--- config.mk ---
export PLATFORM = sky130hd
export DESIGN_NAME = prt_timer
export DESIGN_NICKNAME = d
export VERILOG_FILES = /design/src/verilog/prt_pkg.sv /design/src/verilog/prt_timer.sv
export SDC_FILE = /design/constraint.sdc
export NUM_CORES = 1
export LEC_CHECK = 0
export BUFFER_PORTS_ARGS = -buffer_cell sky130_fd_sc_hd__buf_4
export CORE_MARGIN = 2
export CORE_UTILIZATION = 55
export DETAILED_ROUTE_END_ITERATION = 7
export PLACE_DENSITY_LB_ADDON = 0.25
export SKIP_CTS_REPAIR_TIMING = 1
export SLEW_MARGIN = 15
export SYNTH_ARGS = -nofsm -noshare
export SYNTH_HDL_FRONTEND = slang
export SYNTH_SLANG_ARGS = --single-unit
--- constraint.sdc ---
create_clock -name clk -period 2.4 [get_ports clk]
set_clock_uncertainty 0.15 [all_clocks]
set_input_delay 0.36 -clock clk [delete_from_list [all_inputs] [get_ports clk]]
set_output_delay 0.36 -clock clk [all_outputs]
set_load 0.01 [all_outputs]
--- src/verilog/prt_pkg.sv ---
// Package holding register map, field layout and mode codes of the periodic timer
package prt_pkg;

  // ****************************************
  // Register word offsets (byte addresses)
  // ****************************************
  localparam logic [5:0] ADDR_CONTROL_ZERO = 6'h00;
  localparam logic [5:0] ADDR_TIMER_CONTROL_ONE = 6'h04;
  localparam logic [5:0] ADDR_COUNTER_LOW = 6'h08;
  localparam logic [5:0] ADDR_COUNTER_HIGH = 6'h0c;
  localparam logic [5:0] ADDR_COMPARE_A_LOW = 6'h10;
  localparam logic [5:0] ADDR_COMPARE_A_HIGH = 6'h14;
  localparam logic [5:0] ADDR_PERIOD_LOW = 6'h18;
  localparam logic [5:0] ADDR_PERIOD_HIGH = 6'h1c;
  localparam logic [5:0] ADDR_FLAGS = 6'h20;

  // ****************************************
  // Field positions
  // ****************************************
  localparam int BIT_PAUSE = 7;
  localparam int BIT_COUNTER_ON = 3;
  localparam int BIT_MODE_HI = 7;
  localparam int BIT_MODE_LO = 6;
  localparam int BIT_PIN_FUNCTION_HI = 5;
  localparam int BIT_PIN_FUNCTION_LO = 4;
  localparam int BIT_INITIAL_LEVEL = 3;
  localparam int BIT_INVERT = 2;
  localparam int BIT_CLEAR_SELECT = 0;
  localparam int BIT_FLAG_A = 0;
  localparam int BIT_FLAG_P = 1;

  // ****************************************
  // Widths and reset values
  // ****************************************
  localparam int COUNT_W = 10;
  localparam logic [9:0] COUNT_RESET = 10'h000;
  localparam logic [9:0] COUNT_MAX = 10'h3ff;
  localparam logic [7:0] CONTROL_RESET = 8'h00;

  // Operating modes
  typedef enum logic [1:0] {
    PRT_MODE_COMPARE = 2'b00,
    PRT_MODE_CAPTURE = 2'b01,
    PRT_MODE_PWM = 2'b10,
    PRT_MODE_TIMER = 2'b11
  } prt_mode_t;

  // Pin function codes
  localparam logic [1:0] PIN_NONE = 2'b00;
  localparam logic [1:0] PIN_LOW = 2'b01;
  localparam logic [1:0] PIN_HIGH = 2'b10;
  localparam logic [1:0] PIN_TOGGLE = 2'b11;

endpackage

--- src/verilog/prt_timer.sv ---
// Ten-bit periodic timer with compare, timer and PWM modes behind a Wishbone slave
module prt_timer (
  // Clock and reset
  input wire logic clk,
  input wire logic srst,
  // Wishbone classic slave
  input wire logic wb_cyc_i,
  input wire logic wb_stb_i,
  input wire logic wb_we_i,
  input wire logic [5:0] wb_adr_i,
  input wire logic [3:0] wb_sel_i,
  input wire logic [31:0] wb_dat_i,
  output logic [31:0] wb_dat_o,
  output logic wb_ack_o,
  // Timer clock enable from the unit prescaler, same clock domain
  input wire logic timer_tick,
  // Output pin and status
  output logic timer_out,
  output logic timer_out_en,
  output logic match_a_flag,
  output logic match_p_flag
);

  // ****************************************
  // Register state
  // ****************************************
  logic [7:0] control_zero;
  logic [7:0] timer_control_one;
  logic [9:0] compare_a_value;
  logic [9:0] period_value;
  logic [9:0] count;
  logic on_prev;
  logic cmp_level;

  // Field views
  prt_pkg::prt_mode_t mode;
  logic [1:0] pin_function;
  logic counter_on;
  logic pause;
  logic clear_select;
  logic output_initial_level;
  logic output_invert;

  assign mode = prt_pkg::prt_mode_t'({timer_control_one[prt_pkg::BIT_MODE_HI],
                             timer_control_one[prt_pkg::BIT_MODE_LO]});
  assign pin_function = {timer_control_one[prt_pkg::BIT_PIN_FUNCTION_HI],
                         timer_control_one[prt_pkg::BIT_PIN_FUNCTION_LO]};
  assign counter_on = control_zero[prt_pkg::BIT_COUNTER_ON];
  assign pause = control_zero[prt_pkg::BIT_PAUSE];
  assign clear_select = timer_control_one[prt_pkg::BIT_CLEAR_SELECT];
  assign output_initial_level = timer_control_one[prt_pkg::BIT_INITIAL_LEVEL];
  assign output_invert = timer_control_one[prt_pkg::BIT_INVERT];

  // ****************************************
  // Bus decode
  // ****************************************
  logic bus_req;
  logic wr_lane;
  logic wr_ctl0;
  logic wr_ctl1;
  logic wr_a_lo;
  logic wr_a_hi;
  logic wr_p_lo;
  logic wr_p_hi;
  logic wr_flags;

  // Writes land on the edge at which the master samples ack, byte lane zero only
  assign bus_req = wb_cyc_i & wb_stb_i;
  assign wr_lane = bus_req & wb_we_i & wb_ack_o & wb_sel_i[0];
  assign wr_ctl0 = wr_lane & (wb_adr_i == prt_pkg::ADDR_CONTROL_ZERO);
  assign wr_ctl1 = wr_lane & (wb_adr_i == prt_pkg::ADDR_TIMER_CONTROL_ONE);
  assign wr_a_lo = wr_lane & (wb_adr_i == prt_pkg::ADDR_COMPARE_A_LOW);
  assign wr_a_hi = wr_lane & (wb_adr_i == prt_pkg::ADDR_COMPARE_A_HIGH);
  assign wr_p_lo = wr_lane & (wb_adr_i == prt_pkg::ADDR_PERIOD_LOW);
  assign wr_p_hi = wr_lane & (wb_adr_i == prt_pkg::ADDR_PERIOD_HIGH);
  assign wr_flags = wr_lane & (wb_adr_i == prt_pkg::ADDR_FLAGS);

  // Ack one cycle after the request, dropped in the following cycle
  always_ff @(posedge clk)
  begin
    if (srst)
      wb_ack_o <= 1'b0;
    else
      wb_ack_o <= bus_req & ~wb_ack_o;
  end

  // Read mux; unmapped addresses and unused bits read zero
  logic [31:0] next_rdata;
  always_comb
  begin
    next_rdata = 32'h0000_0000;
    if (wb_adr_i == prt_pkg::ADDR_CONTROL_ZERO)
      next_rdata[7:0] = control_zero;
    else if (wb_adr_i == prt_pkg::ADDR_TIMER_CONTROL_ONE)
      next_rdata[7:0] = timer_control_one;
    else if (wb_adr_i == prt_pkg::ADDR_COUNTER_LOW)
      next_rdata[7:0] = count[7:0];
    else if (wb_adr_i == prt_pkg::ADDR_COUNTER_HIGH)
      next_rdata[1:0] = count[9:8];
    else if (wb_adr_i == prt_pkg::ADDR_COMPARE_A_LOW)
      next_rdata[7:0] = compare_a_value[7:0];
    else if (wb_adr_i == prt_pkg::ADDR_COMPARE_A_HIGH)
      next_rdata[1:0] = compare_a_value[9:8];
    else if (wb_adr_i == prt_pkg::ADDR_PERIOD_LOW)
      next_rdata[7:0] = period_value[7:0];
    else if (wb_adr_i == prt_pkg::ADDR_PERIOD_HIGH)
      next_rdata[1:0] = period_value[9:8];
    else if (wb_adr_i == prt_pkg::ADDR_FLAGS)
    begin
      next_rdata[prt_pkg::BIT_FLAG_A] = match_a_flag;
      next_rdata[prt_pkg::BIT_FLAG_P] = match_p_flag;
    end
  end

  // Read data captured with the ack so it is stable while ack is high
  always_ff @(posedge clk)
  begin
    if (srst)
      wb_dat_o <= 32'h0000_0000;
    else if (bus_req & ~wb_ack_o)
      wb_dat_o <= next_rdata;
  end

  // ****************************************
  // Software registers
  // ****************************************
  // Control bytes; unused control-zero bits stay zero
  always_ff @(posedge clk)
  begin
    if (srst)
    begin
      control_zero <= prt_pkg::CONTROL_RESET;
      timer_control_one <= prt_pkg::CONTROL_RESET;
    end
    else
    begin
      if (wr_ctl0)
        control_zero <= wb_dat_i[7:0] & 8'h88;
      if (wr_ctl1)
        timer_control_one <= wb_dat_i[7:0];
    end
  end

  // Compare values; only two bits of each high byte exist
  always_ff @(posedge clk)
  begin
    if (srst)
    begin
      compare_a_value <= prt_pkg::COUNT_RESET;
      period_value <= prt_pkg::COUNT_RESET;
    end
    else
    begin
      if (wr_a_lo)
        compare_a_value[7:0] <= wb_dat_i[7:0];
      if (wr_a_hi)
        compare_a_value[9:8] <= wb_dat_i[1:0];
      if (wr_p_lo)
        period_value[7:0] <= wb_dat_i[7:0];
      if (wr_p_hi)
        period_value[9:8] <= wb_dat_i[1:0];
    end
  end

  // ****************************************
  // Counter and comparators
  // ****************************************
  logic on_rise;
  logic run_tick;
  logic a_hit;
  logic p_hit;
  logic clr_hit;
  logic a_set;
  logic p_set;
  logic cmp_like;

  assign on_rise = counter_on & ~on_prev;
  assign run_tick = counter_on & ~pause & timer_tick;
  assign cmp_like = (mode == prt_pkg::PRT_MODE_COMPARE) | (mode == prt_pkg::PRT_MODE_TIMER);
  // Equality compare; a zero period stands for a full 1024-count cycle
  assign a_hit = run_tick & (count == compare_a_value);
  assign p_hit = run_tick & ((period_value == prt_pkg::COUNT_RESET) ?
                             (count == prt_pkg::COUNT_MAX) :
                             (count == period_value));

  // Clear source depends on mode; PWM and capture ignore clear-select
  always_comb
  begin
    clr_hit = p_hit;
    case (mode)
      prt_pkg::PRT_MODE_COMPARE: clr_hit = clear_select ? a_hit : p_hit;
      prt_pkg::PRT_MODE_TIMER: clr_hit = clear_select ? a_hit : p_hit;
      prt_pkg::PRT_MODE_PWM: clr_hit = p_hit;
      default: clr_hit = p_hit;
    endcase
  end

  // Capture itself is not built, so comparator A raises nothing there
  assign a_set = a_hit & (mode != prt_pkg::PRT_MODE_CAPTURE);
  assign p_set = p_hit & ~(cmp_like & clear_select);

  // Counter-on edge detector; the control bit is same-domain logic
  always_ff @(posedge clk)
  begin
    if (srst)
      on_prev <= 1'b0;
    else
      on_prev <= counter_on;
  end

  // Count: zeroed on enable rise, held when off or paused
  always_ff @(posedge clk)
  begin
    if (srst)
      count <= prt_pkg::COUNT_RESET;
    else if (on_rise)
      count <= prt_pkg::COUNT_RESET;
    else if (run_tick)
    begin
      if (clr_hit)
        count <= prt_pkg::COUNT_RESET;
      else
        count <= count + 10'h001;
    end
  end

  // Sticky flags; write one clears, a same-cycle set wins over the clear
  always_ff @(posedge clk)
  begin
    if (srst)
    begin
      match_a_flag <= 1'b0;
      match_p_flag <= 1'b0;
    end
    else
    begin
      match_a_flag <= a_set | (match_a_flag & ~(wr_flags & wb_dat_i[prt_pkg::BIT_FLAG_A]));
      match_p_flag <= p_set | (match_p_flag & ~(wr_flags & wb_dat_i[prt_pkg::BIT_FLAG_P]));
    end
  end

  // ****************************************
  // Output pin
  // ****************************************
  // Compare-mode pin state; loaded with the initial level on counter-on rise, then only an A match moves it, P matches never do
  always_ff @(posedge clk)
  begin
    if (srst)
      cmp_level <= 1'b0;
    else if (on_rise)
      cmp_level <= output_initial_level;
    else if (a_set & (mode == prt_pkg::PRT_MODE_COMPARE))
    begin
      case (pin_function)
        prt_pkg::PIN_LOW: cmp_level <= 1'b0;
        prt_pkg::PIN_HIGH: cmp_level <= 1'b1;
        prt_pkg::PIN_TOGGLE: cmp_level <= ~cmp_level;
        default: cmp_level <= cmp_level;
      endcase
    end
  end

  // PWM waveform: active while count is below duty, full duty at or above period
  logic pwm_active;
  logic pwm_level;
  assign pwm_active = ((period_value != prt_pkg::COUNT_RESET) &&
                       (compare_a_value >= period_value)) ? 1'b1 :
                      (count < compare_a_value);
  // Single pulse is not built; code 11 parks the pin inactive
  always_comb
  begin
    case (pin_function)
      prt_pkg::PIN_NONE: pwm_level = ~output_initial_level;
      prt_pkg::PIN_LOW: pwm_level = output_initial_level;
      prt_pkg::PIN_HIGH: pwm_level = pwm_active ? output_initial_level : ~output_initial_level;
      default: pwm_level = ~output_initial_level;
    endcase
  end

  // Registered pin; timer and capture modes release it for other use
  always_ff @(posedge clk)
  begin
    if (srst)
    begin
      timer_out <= 1'b0;
      timer_out_en <= 1'b0;
    end
    else
    begin
      case (mode)
        prt_pkg::PRT_MODE_COMPARE:
        begin
          timer_out <= cmp_level ^ output_invert;
          timer_out_en <= 1'b1;
        end
        prt_pkg::PRT_MODE_PWM:
        begin
          timer_out <= pwm_level ^ output_invert;
          timer_out_en <= 1'b1;
        end
        default:
        begin
          timer_out <= 1'b0;
          timer_out_en <= 1'b0;
        end
      endcase
    end
  end

  // ****************************************
  // Assertions
  // ****************************************
  a_rise_zeroes: assert property (
    @(posedge clk) disable iff (srst) on_rise |=> (count == 10'h000))
    else $error("Count not zero after counter-on rise");

  a_off_holds: assert property (
    @(posedge clk) disable iff (srst) (!counter_on && !on_rise) |=> $stable(count))
    else $error("Count moved while counter off");

  a_count_steps: assert property (
    @(posedge clk) disable iff (srst)
    (run_tick && !clr_hit && !on_rise) |=> (count == $past(count) + 10'h001))
    else $error("Count did not advance by one on tick");

  a_high_zero: assert property (
    @(posedge clk) disable iff (srst)
    (wb_ack_o && !wb_we_i && (wb_adr_i == prt_pkg::ADDR_COUNTER_HIGH ||
     wb_adr_i == prt_pkg::ADDR_COMPARE_A_HIGH || wb_adr_i == prt_pkg::ADDR_PERIOD_HIGH))
    |-> (wb_dat_o[31:2] == 30'h0))
    else $error("High byte unused bits not zero");

  a_p_clears: assert property (
    @(posedge clk) disable iff (srst)
    (mode == prt_pkg::PRT_MODE_COMPARE && !clear_select && p_hit && !on_rise)
    |=> (count == 10'h000) && match_p_flag)
    else $error("Period match did not clear counter and set flag");

  a_no_p_flag: assert property (
    @(posedge clk) disable iff (srst)
    (cmp_like && clear_select && !match_p_flag) |=> !match_p_flag)
    else $error("P flag raised with clear-select high");

  a_pin_a_only: assert property (
    @(posedge clk) disable iff (srst)
    (mode == prt_pkg::PRT_MODE_COMPARE && !a_set && !on_rise) |=> $stable(cmp_level))
    else $error("Pin state moved without an A match");

  a_init_level: assert property (
    @(posedge clk) disable iff (srst)
    (on_rise && mode == prt_pkg::PRT_MODE_COMPARE && $stable(timer_control_one))
    |=> ##1 (timer_out == (output_initial_level ^ output_invert)))
    else $error("Pin not at initial level after counter-on rise");

  a_pwm_full: assert property (
    @(posedge clk) disable iff (srst)
    (mode == prt_pkg::PRT_MODE_PWM && pin_function == prt_pkg::PIN_HIGH &&
     period_value != 10'h000 && compare_a_value >= period_value)
    |=> (timer_out == ($past(output_initial_level) ^ $past(output_invert))))
    else $error("PWM not at full duty");

  a_timer_free: assert property (
    @(posedge clk) disable iff (srst) (mode == prt_pkg::PRT_MODE_TIMER) |=> !timer_out_en)
    else $error("Pin driven in timer mode");

  c_pwm_period: cover property (
    @(posedge clk) disable iff (srst) (mode == prt_pkg::PRT_MODE_PWM) && p_hit);
  c_cmp_toggle: cover property (
    @(posedge clk) disable iff (srst)
    (mode == prt_pkg::PRT_MODE_COMPARE) && a_set && (pin_function == prt_pkg::PIN_TOGGLE));
  c_flag_clear: cover property (
    @(posedge clk) disable iff (srst) match_a_flag && wr_flags ##1 !match_a_flag);

endmodule
After elaboration in Yosys (flattened, before gate mapping). Index checks and enable logic that the tools add are counted.

Register bits: 55. Output and inout port bits: 37. Word-level logic and storage cells: 108.

$add $sub $neg: 1. $lt $le $gt $ge: 2. Eq/ne operators: 17. Muxes and demuxes: 24. Bitwise logic cells: 38. Reduce and logical (&&, ||, !) cells: 11.

Operators with widths (count): 8-bit two-way mux (4); 1-bit AND (25); 6-bit by 5-bit == test with 1-bit output, second input constant (4); 10-bit == test (2); 6-bit two-way mux (3); 6-bit by 4-bit == test with 1-bit output, second input constant (2); 10-bit by 1-bit adder with 10-bit output, second input constant (1); 10-bit == test, second input constant (1); 10-bit greater-or-equal comparator (1); 10-bit logical NOT (1); 10-bit less-than comparator (1); 10-bit two-way mux (1); 2-bit two-way mux (5); 10-bit nonzero test (1); 2-bit == test, second input constant (4); 1-bit two-way mux (8); 1-bit inverter (8); 6-bit by 3-bit == test with 1-bit output, second input constant (1); 6-bit == test, second input constant (1); 6-bit logical NOT (1); 2-bit OR reduction (3); 1-bit case mux with 2 select lines (2); 4-bit nonzero test (1); 1-bit OR (3); 8 further kinds (9).

Longest topological paths before layout.
Depth in word-level cells: 10. Mapped depth: 8. Mapped depth without buffers: 8.

Least setup slack after synthesis. Ideal clock, no wire load.

Path kind: reg2reg. Start: register period_value[0]. End: register count[0]. Arrival time: 1.764 ns. Path slack: 0.353 ns. Stages on the path, launching flop included: 9. Buffers on the path: 2. Clock period less this slack: 2.047 ns. Path through: dfxtp_1 > nor4_4 > and3_1 > buf_6 > a22o_4 > o2111ai_2 > nor4_2 > buf_6 > nor3_2.

Longest elaborated chain between the ends: 6. Elaborated cells between the ends (all ways): 7. Those cells by class: eq/ne (1); mux (4); bitwise (1); reduce/logical (1).

Ends and longest elaborated chain: start, declared (RTL line prt_timer.sv:30) `logic [9:0] period_value;`; start signal, assigned (RTL line prt_timer.sv:150) `period_value <= prt_pkg::COUNT_RESET;`; start signal, assigned (RTL line prt_timer.sv:159) `period_value[7:0] <= wb_dat_i[7:0];`; 10-bit == test or 10-bit logical NOT (tied branches) (RTL line prt_timer.sv:184, prt_timer.sv:182); 1-bit two-way mux * (RTL line prt_timer.sv:182) `assign p_hit = run_tick & ((period_value == prt_pkg::COUNT_RESET) ?`; 1-bit AND * (RTL line prt_timer.sv:182); 1-bit two-way mux (RTL line prt_timer.sv:191, prt_timer.sv:192); 1-bit two-way mux *; 10-bit two-way mux * (RTL line prt_timer.sv:220) `if (clr_hit)`; end signal, assigned (RTL line prt_timer.sv:217) `count <= prt_pkg::COUNT_RESET;`; end signal, assigned (RTL line prt_timer.sv:221) `count <= prt_pkg::COUNT_RESET;`; end signal, assigned (RTL line prt_timer.sv:223) `count <= count + 10'h001;`; end, declared (RTL line prt_timer.sv:31) `logic [9:0] count;`.

Every way passes the cells marked *; elsewhere a longest branch is shown, timed or not. A chain may end at the register's enable or synchronous reset.

Worst setup path after layout.
Start: register period_value[3]. End: register timer_out.

Longest elaborated chain between the ends: 7. Elaborated cells between the ends (all ways): 8. Those cells by class: order compare (1); mux (4); bitwise (1); reduce/logical (2).

Ends and longest elaborated chain: 10-bit greater-or-equal comparator or 10-bit nonzero test (tied branches) (RTL line prt_timer.sv:267, prt_timer.sv:266); 1-bit logical AND * (RTL line prt_timer.sv:266) `assign pwm_active = ((period_value != prt_pkg::COUNT_RESET) &&`; 1-bit two-way mux * (RTL line prt_timer.sv:267) `(compare_a_value >= period_value)) ? 1'b1 :`; 1-bit two-way mux * (RTL line prt_timer.sv:275) `prt_pkg::PIN_HIGH: pwm_level = pwm_active ? output_initial_level : ~output_initial_level;`; 1-bit case mux with 2 select lines * (RTL line prt_timer.sv:272) `case (pin_function)`; 1-bit XOR * (RTL line prt_timer.sv:298) `timer_out <= pwm_level ^ output_invert;`; 1-bit case mux with 2 select lines * (RTL line prt_timer.sv:290) `case (mode)`; end signal, assigned (RTL line prt_timer.sv:293) `timer_out <= cmp_level ^ output_invert;`; end signal, assigned (RTL line prt_timer.sv:298); end, declared (RTL line prt_timer.sv:18) `output logic timer_out,`.

Marked as above.

==> flow_summary_export.csv <==
group,metric,value,unit
logic_synthesis,async_flop_share,0,
floorplan,fp-row-count,29,
pwr,p_int,1.31,mW
floorplan,die_w,85.7,microns
clock_network,clkTransAtPathRegs,100,ps
setup_path,path_cells,"inv_1 > ha_1 > a211o_1 > a31oi_1 > o31ai_1 > o21ai_0 > buf_4 > a22oi_1 > nand2b_1",
logic_synthesis,ys_ff_latch,55,
sta,rsz0062_at_grt,"no",
pwr,p_comb_frac,0.080,
sta,fin_ws,166,ps
floorplan,die_h,85.7,microns
final_layout,instances_no_fill,584,
grt,antenna_found_initial,0,
routing,ant_nets,0,
final_layout,syn2layout_area_growth,13.4,%
setup_path,rr_startpoint,"period_value[3]",
routing,routedWlPerCell,16.9,microns
clock_network,htree_num_levels,2,
setup_path,cp_top_family,"compound AO/OA/AOI/OAI gates",
clock_network,clock-root-buffer,"clkbuf_8",
sta,holdWs,169,ps
routing,drt_iter0_drc,263,
sta,period_needed,2230,ps
clock_network,cts_tree,"built",
setup_path,critPathArrivalTime,2290,ps
run_status,status,"finished clean",
logic_synthesis,synthesis.area,3670,sq um
placement,dp_hpwl,7740,microns
logic_synthesis,ys_types,60,
grt,grt_max_degree,46,
final_layout,stdcell_area,4160,sq um
setup_path,critPathKind,"reg -> reg",
routing,num_vias,3435,
placement,dp_slack,110,ps
pwr,power.density,409,nW/um^2
worst_hold_path,hp-class,"in -> reg",
clock_network,clock-sinks,55,
sta,finalSetupViolCount,0,
placement,placed_area,4040,sq um
pwr,ir_drop,344,uV
setup_path,path_buf_inv,2,
sta,slew_viol_final,0,
logic_synthesis,synthCells,458,
flow_run,maxCapViolCount,0,
grt,overflow,0,
final_layout,fin_util,0.652,
logic_synthesis,synth_ff_type,"dfxtp_1",
setup_path,slowest_delay,530,ps
sta,finalHoldViolCount,0,
final_layout,layout-drive-gt1-share,0.189,
pwr,p_sw,0.399,mW
floorplan,num_io_pins,85,
setup_path,critPathMaxFanout,6,
floorplan,core,6390,sq um
floorplan,die_area,7340,sq um
setup_path,slowest_stage,"dfxtp_1",
pwr,power,1.70,mW
setup_path,critical_path.endpoint_type,"flip-flop",
floorplan,start_util,0.575,
pwr,clkPwrFrac,0.379,
routing,drc,0,
logic_synthesis,ys_seq_area_frac,0.300,
grt,grt_pass1_vias,3128,
final_layout,final_common_cell,"buf_4",
logic_synthesis,synth_edf_count,0,
routing,via_per_inst,5.88,
setup_path,crit_required,2460,ps
clock_network,cts_buffer_depth,2,
setup_path,cp-startpoint,"period_value[3]",
final_layout,fin_nets,581,
grt,grt_pass1_wl,15600,microns
final_layout,n_antenna_cell,0,
logic_synthesis,yosysWarnings,0,
worst_hold_path,hold_start,"wb_dat_i[2]",
setup_path,startpoint_type,"flip-flop",
final_layout,final_cell_mix,"buf_4 (64), nand2_1 (55), dfxtp_1 (54)",
grt,track_usage,0.273,
clock_network,cts_made_buffers,5,
sta,finalCritPeriodShare,0.931,
placement,port_buffers,33,
sta,max_freq,0.448,GHz
placement,gp_congestion,0.939,
routing,dr.pass1.iters,7,
pwr,p_leak,1.76,nW
sta,tns,0,ps
routing,totalWireLength,9880,microns
pwr,power_frac_seq,0.541,
pwr,sw_frac_of_total,0.234,
clock_network,clkLatencyLatePin,310,ps
logic_synthesis,avgSynthCellArea,8.01,sq um
placement,dp.cells,576,
[worst reg2reg max path, stage by stage (launching register included)]
cell,delay (ps)
dfxtp_1,530
inv_1,90
ha_1,210
a211o_1,280
a31oi_1,180
o31ai_1,110
o21ai_0,210
buf_4,160
a22oi_1,70
nand2b_1,140
[state kept, by name (all words and copies together) (netlist names)]
name               flops
count                 10
match_p_flag           1
timer_out              1
control_zero           2
on_prev                1
compare_a_value       10
period_value          10
cmp_level              1
wb_dat_o               8
timer_control_one      8
wb_ack_o               1
match_a_flag           1
timer_out_en           1
[synthesized netlist by cell type, drive strengths merged, types with 2 or more instances]
library cell,count,area (sq um)
nand4,5,31.3
a221oi,5,43.8
a22o,2,26.3
xor2,9,78.8
o22ai,2,12.5
nor4b,2,23.8
nor4,6,65.1
a21o,2,15.0
a22oi,2,15.0
a211oi,6,45.0
and3,7,43.8
a32oi,3,26.3
o21ai,11,58.8
o211ai,2,15.0
nand3b,2,15.0
xnor2,5,43.8
nand3,27,135
nor2b,6,37.5
o31ai,3,22.5
mux2i,14,140
nand2,55,206
nor3,15,125
clkbuf,11,41.3
a21oi,37,185
o21bai,2,15.0
a311oi,2,17.5
dfxtp,55,1100
nor2,35,131
a31oi,3,18.8
buf,35,249
inv,30,113
a2111oi,2,17.5
ha,27,338
nand2b,9,56.3
or2,3,18.8
[cell type report]
cell class	count	area (sq um)
sequential	55	1100
fill	571	2220
inverter	30	113
tap	77	96.3
clock buffer	6	82.6
timing repair buffer	64	480
clock inverter	2	35.0
multi-input combinational	350	2250
[power groups by stage]
| stage | sequential, mW | combinational, mW | clock (mW) |
|---|---|---|---|
| finish | 0.922 | 0.136 | 0.646 |
| global route | 0.924 | 0.147 | 0.689 |
| CTS | 0.923 | 0.134 | 0.655 |
| detailed placement | 0.944 | 0.133 | 0 |
| global placement | 0.943 | 0.132 | 0 |
| floorplan | 0.947 | 0.0961 | 0 |
[metal layers]
metal  wire length, microns  GRT usage  vias to the layer above
met4                    231     0.0938                        0
met5                      0          0                        -
li1                       -          -                     1657
met2                   4590      0.445                      166
met3                    872     0.0472                       24
met1                   4180      0.365                     1588
[final timing paths]
| check | to | slack (ps) | depth (start not counted) |
|---|---|---|---|
| setup / recovery | timer_out | 170 | 9 |
| hold / removal | period_value[2] | 170 | 3 |
| hold reg to reg | wb_dat_o[7] | 310 | 2 |
| setup reg to reg | timer_out | 170 | 9 |
[logic make-up after synthesis]
logic type,share of synthesized area
and+or+nand+nor,0.255
AOI/OAI and AO/OA,0.168
buffers and inverters,0.110
adders and majority gates,0.0921
other,0.00102
xor gates and xnor gates,0.0334
DFF,0.300
muxes,0.0413
Note: power is estimated with default switching activity, not from simulation.
